**src/hdl/bst_pkg.sv**
```systemverilog
package bst_pkg;

    // ------------------------------------------------------------
    // Widths
    // ------------------------------------------------------------
    localparam int BST_IR_LEN = 3;
    localparam int BST_BSR_LEN = 38;
    localparam int BST_ID_LEN = 32;
    localparam int BST_TM_LEN = 8;

    // ------------------------------------------------------------
    // Instruction codes
    // ------------------------------------------------------------
    localparam logic [2:0] BST_OP_EXTEST = 3'h0;
    localparam logic [2:0] BST_OP_SAMPLE = 3'h1;
    localparam logic [2:0] BST_OP_IDCODE = 3'h2;
    localparam logic [2:0] BST_OP_TESTMODE = 3'h3;
    localparam logic [2:0] BST_OP_HIGHZ = 3'h4;
    localparam logic [2:0] BST_OP_CLAMP = 3'h6;
    localparam logic [2:0] BST_IR_CAPTURE = 3'h5;

    // ------------------------------------------------------------
    // Identification fields
    // ------------------------------------------------------------
    localparam int BST_ID_VER_LSB = 28;
    localparam int BST_ID_PART_LSB = 12;
    localparam int BST_ID_MFR_LSB = 1;
    localparam logic [3:0] BST_ID_VERSION = 4'h1;
    // Arbitrary neutral values
    localparam logic [15:0] BST_ID_PART = 16'h0a5a;
    localparam logic [10:0] BST_ID_MFR = 11'h055;

    // ------------------------------------------------------------
    // Reset values
    // ------------------------------------------------------------
    localparam logic [7:0] BST_TM_RESET = 8'h00;

    // ------------------------------------------------------------
    // Timing
    // ------------------------------------------------------------
    localparam int BST_CLK_PERIOD_NS = 4;
    localparam int BST_TCK_MIN_PERIOD_NS = 100;
    localparam int BST_TCK_PERIOD_CYCLES = BST_TCK_MIN_PERIOD_NS / BST_CLK_PERIOD_NS;
    localparam int BST_SYNC_LATENCY = 3;

    // ------------------------------------------------------------
    // Types
    // ------------------------------------------------------------
    typedef enum logic [15:0] {
        BST_TLR = 16'h0001,
        BST_RTI = 16'h0002,
        BST_SEL_DR = 16'h0004,
        BST_CAP_DR = 16'h0008,
        BST_SHIFT_DR = 16'h0010,
        BST_EXIT1_DR = 16'h0020,
        BST_PAUSE_DR = 16'h0040,
        BST_EXIT2_DR = 16'h0080,
        BST_UPD_DR = 16'h0100,
        BST_SEL_IR = 16'h0200,
        BST_CAP_IR = 16'h0400,
        BST_SHIFT_IR = 16'h0800,
        BST_EXIT1_IR = 16'h1000,
        BST_PAUSE_IR = 16'h2000,
        BST_EXIT2_IR = 16'h4000,
        BST_UPD_IR = 16'h8000
    } bst_state_type;

    typedef enum logic [1:0] {
        BST_DR_BSR = 2'h0,
        BST_DR_ID = 2'h1,
        BST_DR_TM = 2'h2,
        BST_DR_BYP = 2'h3
    } bst_dr_type;

endpackage : bst_pkg

```
**src/hdl/bst_tap.sv**
```systemverilog
`timescale 1ns/1ns
module bst_tap
    import bst_pkg::*;
#(
    parameter int BSR_LEN = BST_BSR_LEN
) (
    input wire logic clk,
    input wire logic rst,
    input wire logic tck,
    input wire logic tms,
    input wire logic tdi,
    input wire logic half_rate_line_clock_in,
    input wire logic [BSR_LEN-1:0] bsr_pin_in,
    input wire logic [BSR_LEN-1:0] core_pin_value,
    output logic tdo_pin,
    output logic tdo_pin_oe,
    output logic [BSR_LEN-1:0] pin_value,
    output logic pin_force_z,
    output logic [BSR_LEN-1:0] bsr_update,
    output logic [7:0] vendor_test_mode_register
);

    // ------------------------------------------------------------
    // Parameter check
    // ------------------------------------------------------------
    if (BSR_LEN != BST_BSR_LEN || BST_TCK_PERIOD_CYCLES < 2 * BST_SYNC_LATENCY) begin : g_bad_params
        $error("bst_tap: unsupported parameters");
    end

    // ------------------------------------------------------------
    // Decoding
    // ------------------------------------------------------------
    function automatic bst_dr_type bst_dr_select(input logic [2:0] op);
        bst_dr_type sel;
        sel = BST_DR_BYP;
        if (op[2]) begin
            sel = BST_DR_BYP;
        end else if (op == BST_OP_EXTEST || op == BST_OP_SAMPLE) begin
            sel = BST_DR_BSR;
        end else if (op == BST_OP_IDCODE) begin
            sel = BST_DR_ID;
        end else begin
            sel = BST_DR_TM;
        end
        return sel;
    endfunction : bst_dr_select

    function automatic bst_state_type bst_next(input bst_state_type s, input logic m);
        bst_state_type n;
        n = BST_TLR;
        unique case (s)
            BST_TLR: n = m ? BST_TLR : BST_RTI;
            BST_RTI: n = m ? BST_SEL_DR : BST_RTI;
            BST_SEL_DR: n = m ? BST_SEL_IR : BST_CAP_DR;
            BST_CAP_DR: n = m ? BST_EXIT1_DR : BST_SHIFT_DR;
            BST_SHIFT_DR: n = m ? BST_EXIT1_DR : BST_SHIFT_DR;
            BST_EXIT1_DR: n = m ? BST_UPD_DR : BST_PAUSE_DR;
            BST_PAUSE_DR: n = m ? BST_EXIT2_DR : BST_PAUSE_DR;
            BST_EXIT2_DR: n = m ? BST_UPD_DR : BST_SHIFT_DR;
            BST_UPD_DR: n = m ? BST_SEL_DR : BST_RTI;
            BST_SEL_IR: n = m ? BST_TLR : BST_CAP_IR;
            BST_CAP_IR: n = m ? BST_EXIT1_IR : BST_SHIFT_IR;
            BST_SHIFT_IR: n = m ? BST_EXIT1_IR : BST_SHIFT_IR;
            BST_EXIT1_IR: n = m ? BST_UPD_IR : BST_PAUSE_IR;
            BST_PAUSE_IR: n = m ? BST_EXIT2_IR : BST_PAUSE_IR;
            BST_EXIT2_IR: n = m ? BST_UPD_IR : BST_SHIFT_IR;
            BST_UPD_IR: n = m ? BST_SEL_DR : BST_RTI;
            default: n = BST_TLR;
        endcase
        return n;
    endfunction : bst_next

    // ------------------------------------------------------------
    // Pin synchronisers
    // ------------------------------------------------------------
    logic tck_m, tck_s, tck_d;
    logic tms_m, tms_s;
    logic tdi_m, tdi_s;
    logic [BSR_LEN-1:0] bsr_in_m, bsr_in_s;
    logic tck_rise, tck_fall;

    always_ff @(posedge clk) begin
        if (rst) begin
            tck_m <= 1'b0;
            tck_s <= 1'b0;
            tck_d <= 1'b0;
            tms_m <= 1'b1;
            tms_s <= 1'b1;
            tdi_m <= 1'b0;
            tdi_s <= 1'b0;
            bsr_in_m <= '0;
            bsr_in_s <= '0;
        end else begin
            tck_m <= tck;
            tck_s <= tck_m;
            tck_d <= tck_s;
            tms_m <= tms;
            tms_s <= tms_m;
            tdi_m <= tdi;
            tdi_s <= tdi_m;
            bsr_in_m <= bsr_pin_in;
            bsr_in_s <= bsr_in_m;
        end
    end

    // Edges seen only on the second-stage copy; a stopped clock leaves no edge
    assign tck_rise = tck_s & ~tck_d;
    assign tck_fall = ~tck_s & tck_d;

    // ------------------------------------------------------------
    // Controller
    // ------------------------------------------------------------
    bst_state_type state;

    always_ff @(posedge clk) begin
        if (rst) begin
            state <= BST_TLR;
        end else if (tck_rise) begin
            state <= bst_next(state, tms_s);
        end
    end

    // ------------------------------------------------------------
    // Instruction register
    // ------------------------------------------------------------
    logic [BST_IR_LEN-1:0] ir_shift;
    logic [BST_IR_LEN-1:0] ir_active;
    bst_dr_type dr_sel;

    always_ff @(posedge clk) begin
        if (rst) begin
            ir_shift <= BST_IR_CAPTURE;
        end else if (tck_rise && state == BST_CAP_IR) begin
            ir_shift <= BST_IR_CAPTURE;
        end else if (tck_rise && state == BST_SHIFT_IR) begin
            ir_shift <= {tdi_s, ir_shift[BST_IR_LEN-1:1]};
        end
    end

    // Only six instruction codes are named; no self-test code is decoded
    always_ff @(posedge clk) begin
        if (rst || state == BST_TLR) begin
            ir_active <= BST_OP_IDCODE;
        end else if (tck_rise && state == BST_UPD_IR) begin
            ir_active <= ir_shift;
        end
    end

    assign dr_sel = bst_dr_select(ir_active);

    // ------------------------------------------------------------
    // Data registers
    // ------------------------------------------------------------
    logic [BSR_LEN-1:0] bsr_shift;
    logic [BST_ID_LEN-1:0] id_shift;
    logic [BST_TM_LEN-1:0] tm_shift;
    logic byp;
    logic [BST_ID_LEN-1:0] id_value;

    assign id_value = {BST_ID_VERSION, BST_ID_PART, BST_ID_MFR, 1'b1};

    always_ff @(posedge clk) begin
        if (rst) begin
            bsr_shift <= '0;
        end else if (tck_rise && dr_sel == BST_DR_BSR && state == BST_CAP_DR) begin
            bsr_shift <= bsr_in_s;
        end else if (tck_rise && dr_sel == BST_DR_BSR && state == BST_SHIFT_DR) begin
            bsr_shift <= {tdi_s, bsr_shift[BSR_LEN-1:1]};
        end
    end

    always_ff @(posedge clk) begin
        if (rst) begin
            id_shift <= '0;
        end else if (tck_rise && dr_sel == BST_DR_ID && state == BST_CAP_DR) begin
            id_shift <= id_value;
        end else if (tck_rise && dr_sel == BST_DR_ID && state == BST_SHIFT_DR) begin
            id_shift <= {tdi_s, id_shift[BST_ID_LEN-1:1]};
        end
    end

    // No capture: the last word shifted in comes back out for checking
    always_ff @(posedge clk) begin
        if (rst) begin
            tm_shift <= BST_TM_RESET;
        end else if (tck_rise && dr_sel == BST_DR_TM && state == BST_SHIFT_DR) begin
            tm_shift <= {tdi_s, tm_shift[BST_TM_LEN-1:1]};
        end
    end

    always_ff @(posedge clk) begin
        if (rst) begin
            byp <= 1'b0;
        end else if (tck_rise && dr_sel == BST_DR_BYP && state == BST_CAP_DR) begin
            byp <= 1'b0;
        end else if (tck_rise && dr_sel == BST_DR_BYP && state == BST_SHIFT_DR) begin
            byp <= tdi_s;
        end
    end

    // ------------------------------------------------------------
    // Update stages
    // ------------------------------------------------------------
    always_ff @(posedge clk) begin
        if (rst) begin
            bsr_update <= '0;
        end else if (tck_rise && dr_sel == BST_DR_BSR && state == BST_UPD_DR) begin
            bsr_update <= bsr_shift;
        end
    end

    // Loading this from a tester may leave the chip in an undefined mode
    always_ff @(posedge clk) begin
        if (rst) begin
            vendor_test_mode_register <= BST_TM_RESET;
        end else if (tck_rise && dr_sel == BST_DR_TM && state == BST_UPD_DR) begin
            vendor_test_mode_register <= tm_shift;
        end
    end

    // ------------------------------------------------------------
    // Output pin control
    // ------------------------------------------------------------
    logic drive_scan;
    assign drive_scan = ir_active == BST_OP_EXTEST || ir_active == BST_OP_CLAMP;

    always_ff @(posedge clk) begin
        if (rst) begin
            pin_value <= '0;
            pin_force_z <= 1'b0;
        end else begin
            pin_value <= drive_scan ? bsr_update : core_pin_value;
            pin_force_z <= ir_active == BST_OP_HIGHZ;
        end
    end

    // ------------------------------------------------------------
    // Serial output
    // ------------------------------------------------------------
    logic tdo;
    logic tdo_drive;
    logic dr_lsb;

    always_comb begin
        unique case (dr_sel)
            BST_DR_BSR: dr_lsb = bsr_shift[0];
            BST_DR_ID: dr_lsb = id_shift[0];
            BST_DR_TM: dr_lsb = tm_shift[0];
            BST_DR_BYP: dr_lsb = byp;
        endcase
    end

    always_ff @(posedge clk) begin
        if (rst) begin
            tdo <= 1'b0;
            tdo_drive <= 1'b0;
        end else if (tck_fall) begin
            tdo <= state == BST_SHIFT_IR ? ir_shift[0] : dr_lsb;
            tdo_drive <= state == BST_SHIFT_IR || state == BST_SHIFT_DR;
        end
    end

    always_ff @(posedge clk) begin
        if (rst) begin
            tdo_pin <= 1'b0;
            tdo_pin_oe <= 1'b1;
        end else if (state == BST_TLR) begin
            tdo_pin <= half_rate_line_clock_in;
            tdo_pin_oe <= 1'b1;
        end else begin
            tdo_pin <= tdo;
            tdo_pin_oe <= tdo_drive;
        end
    end
endmodule : bst_tap

```
**config.mk**
```make
export PLATFORM = sky130hd
export DESIGN_NAME = bst_tap
export DESIGN_NICKNAME = d
export VERILOG_FILES = /design/src/hdl/bst_pkg.sv /design/src/hdl/bst_tap.sv
export SDC_FILE = /design/constraint.sdc
export NUM_CORES = 1
export LEC_CHECK = 0
export BUFFER_PORTS_ARGS = -buffer_cell sky130_fd_sc_hd__buf_2
export CORE_MARGIN = 8
export CORE_UTILIZATION = 42
export CTS_CLUSTER_DIAMETER = 120
export DETAILED_ROUTE_END_ITERATION = 16
export GPL_TIMING_DRIVEN = 0
export PLACE_DENSITY_LB_ADDON = 0.05
export SLEW_MARGIN = 20
export SYNTH_ARGS = -nofsm -noshare
export SYNTH_HDL_FRONTEND = slang
export SYNTH_SLANG_ARGS = --single-unit
```
**constraint.sdc**
```tcl
create_clock -name clk -period 2.3 [get_ports clk]
set_input_delay 0.46 -clock clk [delete_from_list [all_inputs] [get_ports clk]]
set_output_delay 0.46 -clock clk [all_outputs]
set_load 0.005 [all_outputs]
```
== After elaboration in Yosys (flattened, before gate mapping) ==
Index checks and enable logic that the tools add are counted.
Word-level totals
  bits in registers: 273
  output and inout port bits: 87
  logic and storage cells: 107
Operators by class
  eq/ne operators: 23
  multiplexer cells: 24
  bitwise gates (word level): 4
  reductions and logical operators: 31
Operator list (count)
  16-bit one-hot mux with 12 select lines: 1
  38-bit two-way mux: 3
  29-bit two-way mux: 2
  16-bit two-way mux: 2
  9-bit two-way mux: 2
  16-bit by 1-bit == test with 1-bit output (second input constant): 1
  16-bit by 10-bit == test with 1-bit output (second input constant): 1
  16-bit by 11-bit == test with 1-bit output (second input constant): 1
  16-bit by 12-bit == test with 1-bit output (second input constant): 1
  16-bit by 13-bit == test with 1-bit output (second input constant): 1
  16-bit by 14-bit == test with 1-bit output (second input constant): 1
  16-bit by 15-bit == test with 1-bit output (second input constant): 1
  16-bit == test (second input constant): 1
  16-bit by 2-bit == test with 1-bit output (second input constant): 1
  16-bit by 3-bit == test with 1-bit output (second input constant): 1
  16-bit by 4-bit == test with 1-bit output (second input constant): 1
  16-bit by 5-bit == test with 1-bit output (second input constant): 1
  16-bit by 6-bit == test with 1-bit output (second input constant): 1
  16-bit by 7-bit == test with 1-bit output (second input constant): 1
  16-bit by 8-bit == test with 1-bit output (second input constant): 1
  16-bit by 9-bit == test with 1-bit output (second input constant): 1
  1-bit logical AND: 16
  15-bit two-way mux: 1
  13-bit two-way mux: 1
  other kinds (21): 38

== Logic depth before layout (Yosys ltp) ==
Gate-level depths: netlist of the first run.
  word-level depth: 9
  depth in mapped cells: 9
  mapped depth without buffers: 6

== Worst setup path after synthesis of the first run ==
No wires, ideal clock.
  path kind: register to register
  start: reg state[0]
  end: reg bsr_update[17]
  library setup time: 132 ps
  arrival time: 1910 ps
  required time: 2168 ps
  setup slack: 257 ps
  cell stages (with the launch flop): 9
  buffers on the path: 3
  clock period less this slack: 2043 ps
  path through: dfxtp_1 -> buf_6 -> or4_4 -> nor3_4 -> nand4_1 -> clkbuf_1 -> clkbuf_1 -> nand2_1 -> a21oi_1
On the way
  word-level cells in the longest chain between the ends: 2
Ends and longest elaborated chain
  start: declaration: RTL line bst_tap.sv:113  | bst_state_type state;
  start signal: assignment: RTL line bst_tap.sv:119  | state <= bst_next(state, tms_s);
  16-bit by 9-bit == test with 1-bit output: RTL line bst_tap.sv:207  | end else if (tck_rise && dr_sel == BST_DR_BSR && state == BST_UPD_DR) begin
  1-bit logical AND: RTL line bst_tap.sv:207
  end signal: assignment: RTL line bst_tap.sv:208  | bsr_update <= bsr_shift;
  end: declaration: RTL line bst_tap.sv:19  | output logic [BSR_LEN-1:0] bsr_update,
Every way passes these cells.
A chain may end at the register's enable or synchronous reset.

== Worst setup path in the final report of the first run ==
  start: reg state[13]
  end: reg bsr_shift[24]
On the way
  word-level cells in the longest chain between the ends: 3
  elaborated cells between the ends (all ways): 6
  classes of those cells: 2 x eq/ne; 1 x mux; 3 x reduce/logical
Ends and longest elaborated chain
  16-bit by 4-bit == test with 1-bit output or 16-bit by 5-bit == test with 1-bit output (tied branches): RTL line bst_tap.sv:165, bst_tap.sv:167
  1-bit logical AND, on equally long branches: RTL line bst_tap.sv:165, bst_tap.sv:167
  38-bit two-way mux or 2-bit nonzero test (tied branches)
  end signal: assignment: RTL line bst_tap.sv:166  | bsr_shift <= bsr_in_s;
  end signal: assignment: RTL line bst_tap.sv:168  | bsr_shift <= {tdi_s, bsr_shift[BSR_LEN-1:1]};
  end: declaration: RTL line bst_tap.sv:154  | logic [BSR_LEN-1:0] bsr_shift;
Parallel ways exist; a longest one is shown, timed or not.

==> metrics.txt, run 1 <==
Least-Margin Pin Slew=0.702 ns; power per cell area=between 800 and 900 mW/mm2; Area Growth Syn to Fin=24.8%; final hold viol count=0; count leader, synth=dfxtp_1; Skew-Pair Late Insertion Delay=0.55 ns; antenna violations before repair=0; Avg Inst Size Synth=8.90 um2; post-synthesis cell count=roughly 1.1k; net count after synthesis=approximately 1.2k; Nets=1,377; Yosys cell types=52; CTS tree=yes; cts bufs inserted=30; clk_skew=0.0205 ns; Final Non-Filler Cells=approximately 1.6k; Crit path max-delay family=simple AND/OR/NAND/NOR gates; Worst EP required=2.76 ns; setup ws final=about 0.12 ns; Synth Register Bits=273; Wirelength per Cell=16.6 um; ys flop type=dfxtp_1; CP cell instances=buf_2, nor4_4, nand2_1, a21o_2, nor2_2, buf_4, buf_4, nor2_1, a211oi_1; Die X=168 um; Initial Util=42.9%; row count=55; Worst path max stage delay=0.36 ns; total track usage=18.0%; Ys Warns=0; Tmin final=2.18 ns; setup violators final=0; Post-synth EDFFs=0; hpwl dp=18,600 um; Arr. time, crit path=2.63 ns; worst slack, placed=-0.465 ns; reg2reg setup slack=0.12 ns; largest net degree at the start of global routing=16; Slew Limit Headroom=53.2%; FMAX=459 MHz; Placed Cells=1,542; reg2reg start=state[13]; setup_tns=0 ns; WL final=26,500 um; Worst Setup Path Type=flip-flop to flip-flop; Clock transition at path regs=0.06 ns; Root Buffer=clkbuf_16; Inserted Diodes=0; IO Pins=169; core area=0.0226 mm2; Layout Utilization=53.5%; outcome=finished clean; worst reg2reg endpoint=bsr_shift[24]; die area=0.0282 mm2; number of remaining DRC errors=0; Port Buf Inserts=167; Synth top area share=56.3%; Worst Hold Class=primary input to flip-flop; RePlAce Congestion=0.831; Crit. End Element=flip-flop; CP max stage cell=nor4_4; drt via density=5.01; synth top area cells=dfxtp_1, nand2_1, a21oi_1; Worst Setup SP=state[13]; htree depth=1; worst vdd ir=628 uV; first-pass GRT wire length=41,600 um; largest area contributor in the netlist=dfxtp_1; Startpoint Class=flip-flop; Period Utilization, post-route=94.6%; WP buf/inv=3; r2r worst-path depth=9; max-slew violations=0; Worst Path Max Fanout=10; Critical Path End=bsr_shift[24]; proportion of layout cells with a drive suffix above 1=21.1%; cell count along the critical path=9; most used cell, CP=buf_4; DRT antenna net count=0; RSZ-0062 raised after global routing=false; register area share after synthesis=56.3%; vias in the first global route=7,722; Initial DRC Count=623; Initial DRT Pass Iterations=6; Leakage=0.00479 uW; total global routing overflow=0; clock tree sinks=273; DR vias=8,018; Die Y=168 um; Max Cap Violations=0; most instantiated cells after synthesis=dfxtp_1, nand2_1, a21oi_1; Synth Cell Area=0.00970 mm2; CTS max path bufs=3; asr flop ratio synth=0%
-- worst register-to-register path, stage by stage (launching register included) --
cell	delay, ns
dfxtp_1	0.29
buf_2	0.18
nor4_4	0.36
nand2_1	0.15
a21o_2	0.28
nor2_2	0.16
buf_4	0.19
buf_4	0.19
nor2_1	0.06
a211oi_1	0.23
-- power by group --
| part | switching [uW] | internal [uW] | total, uW |
|---|---|---|---|
| clock | 1880 | 3060 | 4930 |
| combinational | 197 | 156 | 353 |
| sequential | 27.2 | 4840 | 4860 |
| total | 2100 | 8050 | 10200 |
-- worst min-delay path by stage --
stage,from,depth (start not counted),slack (ns),endpoint
after floorplan,tms_m,1,0.39,tms_s
after global placement,tms_m,1,0.39,tms_s
after detailed placement,tms_m,1,0.39,tms_s
after CTS,tms,2,0.08,tms_m
after global routing,tms,2,0.08,tms_m
final,tms,2,0.1,tms_m
-- logic make-up after synthesis --
kind of cell	after synthesis	synth area share, %
simple gates	472	23.1
flops	273	56.3
compound gates	237	14.5
buf+inv	86	3.87
mux	15	1.55
xor+xnor	7	0.632
-- through the flow --
stage               area [um2]  total power, uW  hold slack, ns
floorplan                 9700             5140           0.389
global placement         10900             5320           0.390
detailed placement       10900             5320           0.394
CTS                      12000            10300          0.0803
global route             12100            10500          0.0837
finish                   12100            10200          0.0984
-- layer usage --
metal  wire, um  GRT usage [%]
met3       1660           3.79
met2      11600           28.2
met1      12800           24.8
met5          0              0
met4        452           4.74
-- registers in the layout, summed over array words and instances (netlist names), 3 cells and up --
name / count
state: 16
bsr_shift: 38
pin_value: 38
bsr_in_m: 38
ir_active: 3
ir_shift: 3
id_shift: 32
bsr_in_s: 38
vendor_test_mode_register: 8
tm_shift: 8
bsr_update: 38
-- cell type report --
cell class / count / area [um2]
Clock buffer: 44 / 873
Inverter: 1 / 3.75
Clock inverter: 8 / 155
Multi-Input combinational cell: 731 / 3940
Tap cell: 285 / 357
Fill cell: 2139 / 10500
Buffer: 82 / 408
Timing Repair Buffer: 176 / 903
Sequential cell: 273 / 5470
-- cells in the final DEF, fill, tap and decap left out, types with 7 or more instances in the layout --
master and count:
a211oi_1 51, buf_6 7, nor2_1 90, clkbuf_2 10
clkbuf_16 30, buf_2 175, nor2b_1 87, a21oi_1 120
clkbuf_1 57, mux2i_1 15, nand2_1 227, clkbuf_8 8
o22ai_1 38, nor3_1 9, dfxtp_1 273, o21ai_0 12
nand4_1 9, buf_4 12
-- timing repair --
action                                  in CTS  in global routing
resized for setup                           14                 32
pin swaps                                    5                  7
hold buffers                                 0                  0
setup buffers                                6                  3
endpoints found under the setup margin     121                141
(Power assumes the default switching activity.)
==> run 2, diff against run 1 <==
==> constraint.sdc (replaced) <==
create_clock -name clk -period 2.41 [get_ports clk]
set_input_delay 0.482 -clock clk [delete_from_list [all_inputs] [get_ports clk]]
set_output_delay 0.482 -clock clk [all_outputs]
set_load 0.005 [all_outputs]
==> metrics.txt, run 2 (synthesis results as in run 1) <==
outcome=finished clean; Slew Limit Headroom=53.3% (+0.10 points); total track usage=18.0% (-0.045 points); setup violators final=0 (unchanged); first-pass GRT wire length=41,600 um (-0.15%); Int Pwr=7680 uW (-4.6%); Inserted Diodes=0 (unchanged); total global routing overflow=0 (unchanged); power share of the combinational group=3.5% (about the same); total chip power=9690 uW (-4.5%); Port Buf Inserts=167 (unchanged); final instance area=0.0120 mm2 (-0.71%); antenna violations before repair=0 (unchanged); Root Buffer=clkbuf_16; row count=55 (unchanged); hpwl dp=18,600 um (unchanged); Skew-Pair Late Insertion Delay=0.55 ns (about the same); Leakage=0.00475 uW (-0.65%); Tmin final=2.27 ns (+0.0929 ns); Placed Area=0.0109 mm2 (unchanged); fill count=2,146 (+0.33%); die area=0.0282 mm2 (unchanged); final hold viol count=0 (unchanged); cts bufs inserted=30 (unchanged); Worst Setup Path Type=flip-flop to flip-flop; htree depth=1 (unchanged); CTS max path bufs=3 (unchanged); vias in the first global route=7,708 (-0.18%); Die X=168 um (unchanged); Initial Util=42.9% (unchanged); Reg power frac=47.9% (about the same); WL final=26,500 um (-0.17%); clock tree sinks=273 (unchanged); largest net degree at the start of global routing=16 (unchanged); Initial DRC Count=599 (-3.9%); proportion of layout cells with a drive suffix above 1=20.1% (-0.97 points); Area Growth Syn to Fin=23.9%; core area=0.0226 mm2 (unchanged); worst hold slack=0.119 ns (+0.0206 ns); Worst Hold Class=primary input to flip-flop; setup_tns=0 ns (unchanged); DR vias=8,014 (-0.050%); Crit. End Element=flip-flop; Period Utilization, post-route=94.2% (-0.47 points); clock group share of total power=48.6% (about the same); Least-Margin Pin Slew=0.701 ns (-0.00155 ns); Clock transition at path regs=0.06 ns (about the same); Die Y=168 um (unchanged); number of remaining DRC errors=0 (unchanged); FMAX=441 MHz (-4.1%); Max Cap Violations=0 (unchanged); CTS tree=yes; Worst Path Max Fanout=10 (unchanged); Startpoint Class=flip-flop; Net Switching=2010 uW (-4.4%); max-slew violations=0 (unchanged); Wirelength per Cell=16.6 um (-0.11%); commonest non-fill, non-tap cell in the layout=dfxtp_1; Worst EP required=2.82 ns (+0.06 ns); drt via density=5.01 (about the same); clk_skew=0.0185 ns (-0.00204 ns); Nets=1,376 (-0.073%); RePlAce Congestion=0.831 (unchanged); power per cell area=806 mW/mm2 (-3.9%); Arr. time, crit path=2.68 ns (+0.05 ns); Initial DRT Pass Iterations=5 (-1); reg2reg setup slack=0.14 ns (+0.02 ns); switching share of total power=20.7% (+0.028 points); IO Pins=169 (unchanged); DRT antenna net count=0 (unchanged); worst vdd ir=598 uV (-4.8%); most frequent cells in the layout=dfxtp_1, nand2_1, buf_2, a21oi_1, nor2_1
==> run 2: changes by cell type in the layout (fill, tap and decap cells not counted), sizes merged <==
cell    delta
buf        -2
clkbuf     +1
==> run 2: metrics by stage <==
stage / std cells / util [%] / setup slack (ns)
after CTS: 1597 / 52.9 / -0.0189
after global placement: 1542 / 48.1 / -0.378
final: 1599 / 53.1 / 0.140
after floorplan: 1090 / - / 0.367
after global routing: 1599 / 53.1 / -0.00916
after detailed placement: 1542 / 48.1 / -0.355
==> run 2: final timing paths <==
path / depth (start not counted) / from / to
worst max-delay path: 8 / state[5] / bsr_update[18]
worst min-delay path: 2 / tms / tms_m
worst max register to register: 8 / state[5] / bsr_update[18]
worst min register to register: 1 / tms_m / tms_s
==> run 2: timing repair <==
action / in CTS / in global routing
hold endpoints to repair: 0 / 0
buffers inserted: 3 / 3
cloned: 0 / 0
setup endpoints to repair: 89 / 112
resized for setup: 8 / 14
hold buffers: 0 / 0
pin swaps: 4 / 7
==> run 2: area by class of cell <==
cell class,count,area (um2),share of cell area [%]
Buffer,84,382,3.17
Clock buffer,44,873,7.26
Clock inverter,8,155,1.29
Inverter,1,3.75,0.0312
Multi-Input combinational cell,731,3910,32.5
Sequential cell,273,5470,45.5
Tap cell,285,357,2.97
Timing Repair Buffer,173,881,7.33
==> run 2: worst max-delay path: stages (launching register included) <==
cell	delay (ns)
dfxtp_1	0.29
buf_2	0.18
or4_4	0.57
nor3_4	0.28
nand4_1	0.20
buf_4	0.25
clkbuf_2	0.19
nand2_1	0.10
a21oi_1	0.06
==> run 2: layer usage <==
layer  global-route usage, %  vias to the layer above  share of wire, %
met5                       0                        -                 0
met4                    4.74                        0               1.8
li1                        -                     4094                 -
met3                    3.79                       39               6.9
met2                    28.0                      254                43
met1                    24.8                     3627                48
==> run 2: power by group through the flow <==
stage                     sequential (uW)  clock, uW  combinational [uW]
after CTS                            4640       4810                 338
after floorplan                      4740          0                 167
after global placement               4740          0                 334
final                                4640       4710                 335
after detailed placement             4740          0                 335
after global routing                 4650       5010                 372
==> run 3, diff against run 2 <==
==> constraint.sdc (replaced) <==
create_clock -name clk -period 2.6 [get_ports clk]
set_input_delay 0.52 -clock clk [delete_from_list [all_inputs] [get_ports clk]]
set_output_delay 0.52 -clock clk [all_outputs]
set_load 0.005 [all_outputs]
==> metrics.txt, run 3 (synthesis results as in run 1) <==
Slew Limit Headroom=46.0% (-7.3 points); DRT antenna net count=0 (unchanged); RePlAce Congestion=0.831 (unchanged); power per cell area=751 mW/mm2 (-6.8%); clk_skew=0.0205 ns (+0.00199 ns); Placed Cells=1,542 (unchanged); Area Growth Syn to Fin=23.2%; cts bufs inserted=30 (unchanged); Reg power frac=47.9% (about the same); WL final=26,400 um (-0.35%); clock tree sinks=273 (unchanged); Initial DRT Pass Iterations=5 (unchanged); setup violators final=0 (unchanged); max-slew violations=0 (unchanged); switching share of total power=20.7% (about the same); largest net degree at the start of global routing=16 (unchanged); IO Pins=169 (unchanged); Hold Path Stages=2 (unchanged); total global routing overflow=0 (unchanged); hpwl dp=18,600 um (unchanged); Max Cap Violations=0 (unchanged); drt via density=5.01 (about the same); most frequent cells in the layout=dfxtp_1, nand2_1, buf_2, a21oi_1, nor2_1; Leakage=0.00471 uW (-0.85%); outcome=finished clean; Clock transition at path regs=0.06 ns (about the same); worst vdd ir=554 uV (-7.3%); Arr. time, crit path=2.84 ns (+0.16 ns); Worst EP required=3.02 ns (+0.20 ns); Placed Area=0.0109 mm2 (unchanged); vias in the first global route=7,717 (+0.12%); setup_tns=0 ns (unchanged); Worst Setup Path Type=flip-flop to flip-flop; Startpoint Class=flip-flop; row count=55 (unchanged); reg2reg setup slack=0.18 ns (+0.04 ns); Least-Margin Pin Slew=0.810 ns (+0.109 ns); Initial Util=42.9% (unchanged); Crit. End Element=flip-flop; Final Non-Filler Cells=1,596 (-0.19%); Skew-Pair Late Insertion Delay=0.55 ns (about the same); core area=0.0226 mm2 (unchanged); CTS max path bufs=3 (unchanged); total track usage=17.9% (-0.035 points); final instance area=0.0120 mm2 (-0.57%); number of remaining DRC errors=0 (unchanged); Inserted Diodes=0 (unchanged); Period Utilization, post-route=93.1% (-1.1 points); r2r worst-path depth=7 (-1); Wirelength per Cell=16.5 um (-0.16%); DR vias=8,000 (-0.17%); Worst Path Max Fanout=10 (unchanged); Net Switching=1860 uW (-7.3%); fill count=2,158 (+0.56%); Worst Hold Class=primary input to flip-flop; Layout Utilization=52.8% (-0.30 points); power share of the combinational group=3.4% (about the same); Root Buffer=clkbuf_16; htree depth=1 (unchanged); clock group share of total power=48.7% (about the same); die area=0.0282 mm2 (unchanged); FMAX=413 MHz (-6.2%); Die Y=168 um (unchanged); CTS tree=yes; Die X=168 um (unchanged); antenna violations before repair=0 (unchanged); RSZ-0062 raised after global routing=false; Int Pwr=7120 uW (-7.3%); commonest non-fill, non-tap cell in the layout=dfxtp_1; Tmin final=2.42 ns (+0.150 ns); Post-CTS Hold Fix Bufs=0 (unchanged); Initial DRC Count=563 (-6.0%); final hold viol count=0 (unchanged); Port Buf Inserts=167 (unchanged); first-pass GRT wire length=41,500 um (-0.22%); Nets=1,373 (-0.22%); proportion of layout cells with a drive suffix above 1=19.4% (-0.72 points)
## run 3: cell type report
type                       count  area (um2)  share of cell area, %
buffer                        85         379                   3.17
clock buffer                  44         873                   7.31
clock inverter                 8         155                   1.30
inverter                       1        3.75                 0.0314
multi-input combinational    731        3870                   32.4
sequential                   273        5470                   45.7
tap                          285         357                   2.98
timing repair buffer         169         851                   7.12
## run 3: power by group through the flow
stage | combinational (uW) | sequential, uW | clock, uW
after floorplan | 154 | 4390 | 0
after global placement | 310 | 4390 | 0
after detailed placement | 311 | 4390 | 0
after CTS | 312 | 4300 | 4460
after global routing | 343 | 4310 | 4640
final | 308 | 4300 | 4370
## run 3: path summary, 6_finish.rpt
kind / start / to
worst max-delay path: state[6] / id_shift[6]
worst min-delay path: tms / tms_m
worst max register to register: state[6] / id_shift[6]
worst min register to register: tms_m / tms_s
## run 3: worst max-delay path: stages, from the launching register on
cell	delay, ns
dfxtp_1	0.29
clkbuf_1	0.19
nor4_2	0.48
nand4_1	0.37
clkbuf_1	0.35
o21bai_1	0.26
clkbuf_2	0.28
a21oi_1	0.07
## run 3: what timing repair did
item,4_1_cts,5_1_grt
pin swaps,1,0
endpoints found under the setup margin,45,51
resized for setup,1,12
hold endpoints to repair,0,0
buffers inserted,2,0
## run 3: through the flow
| stage | setup slack (ns) | power (uW) | hold WS, ns |
|---|---|---|---|
| global route | 0.0227 | 9290 | 0.144 |
| detailed placement | -0.165 | 4700 | 0.394 |
| global placement | -0.188 | 4700 | 0.390 |
| CTS | 0.00272 | 9070 | 0.140 |
| floorplan | 0.557 | 4550 | 0.389 |
| finish | 0.181 | 8980 | 0.158 |
## run 3: layer usage
layer,vias to the layer above,wire [um],track usage [%]
met1,3631,12700,24.8
met4,0,581,5.40
li1,4086,-,-
met5,-,0,0
met3,42,1680,3.88
met2,241,11400,27.6
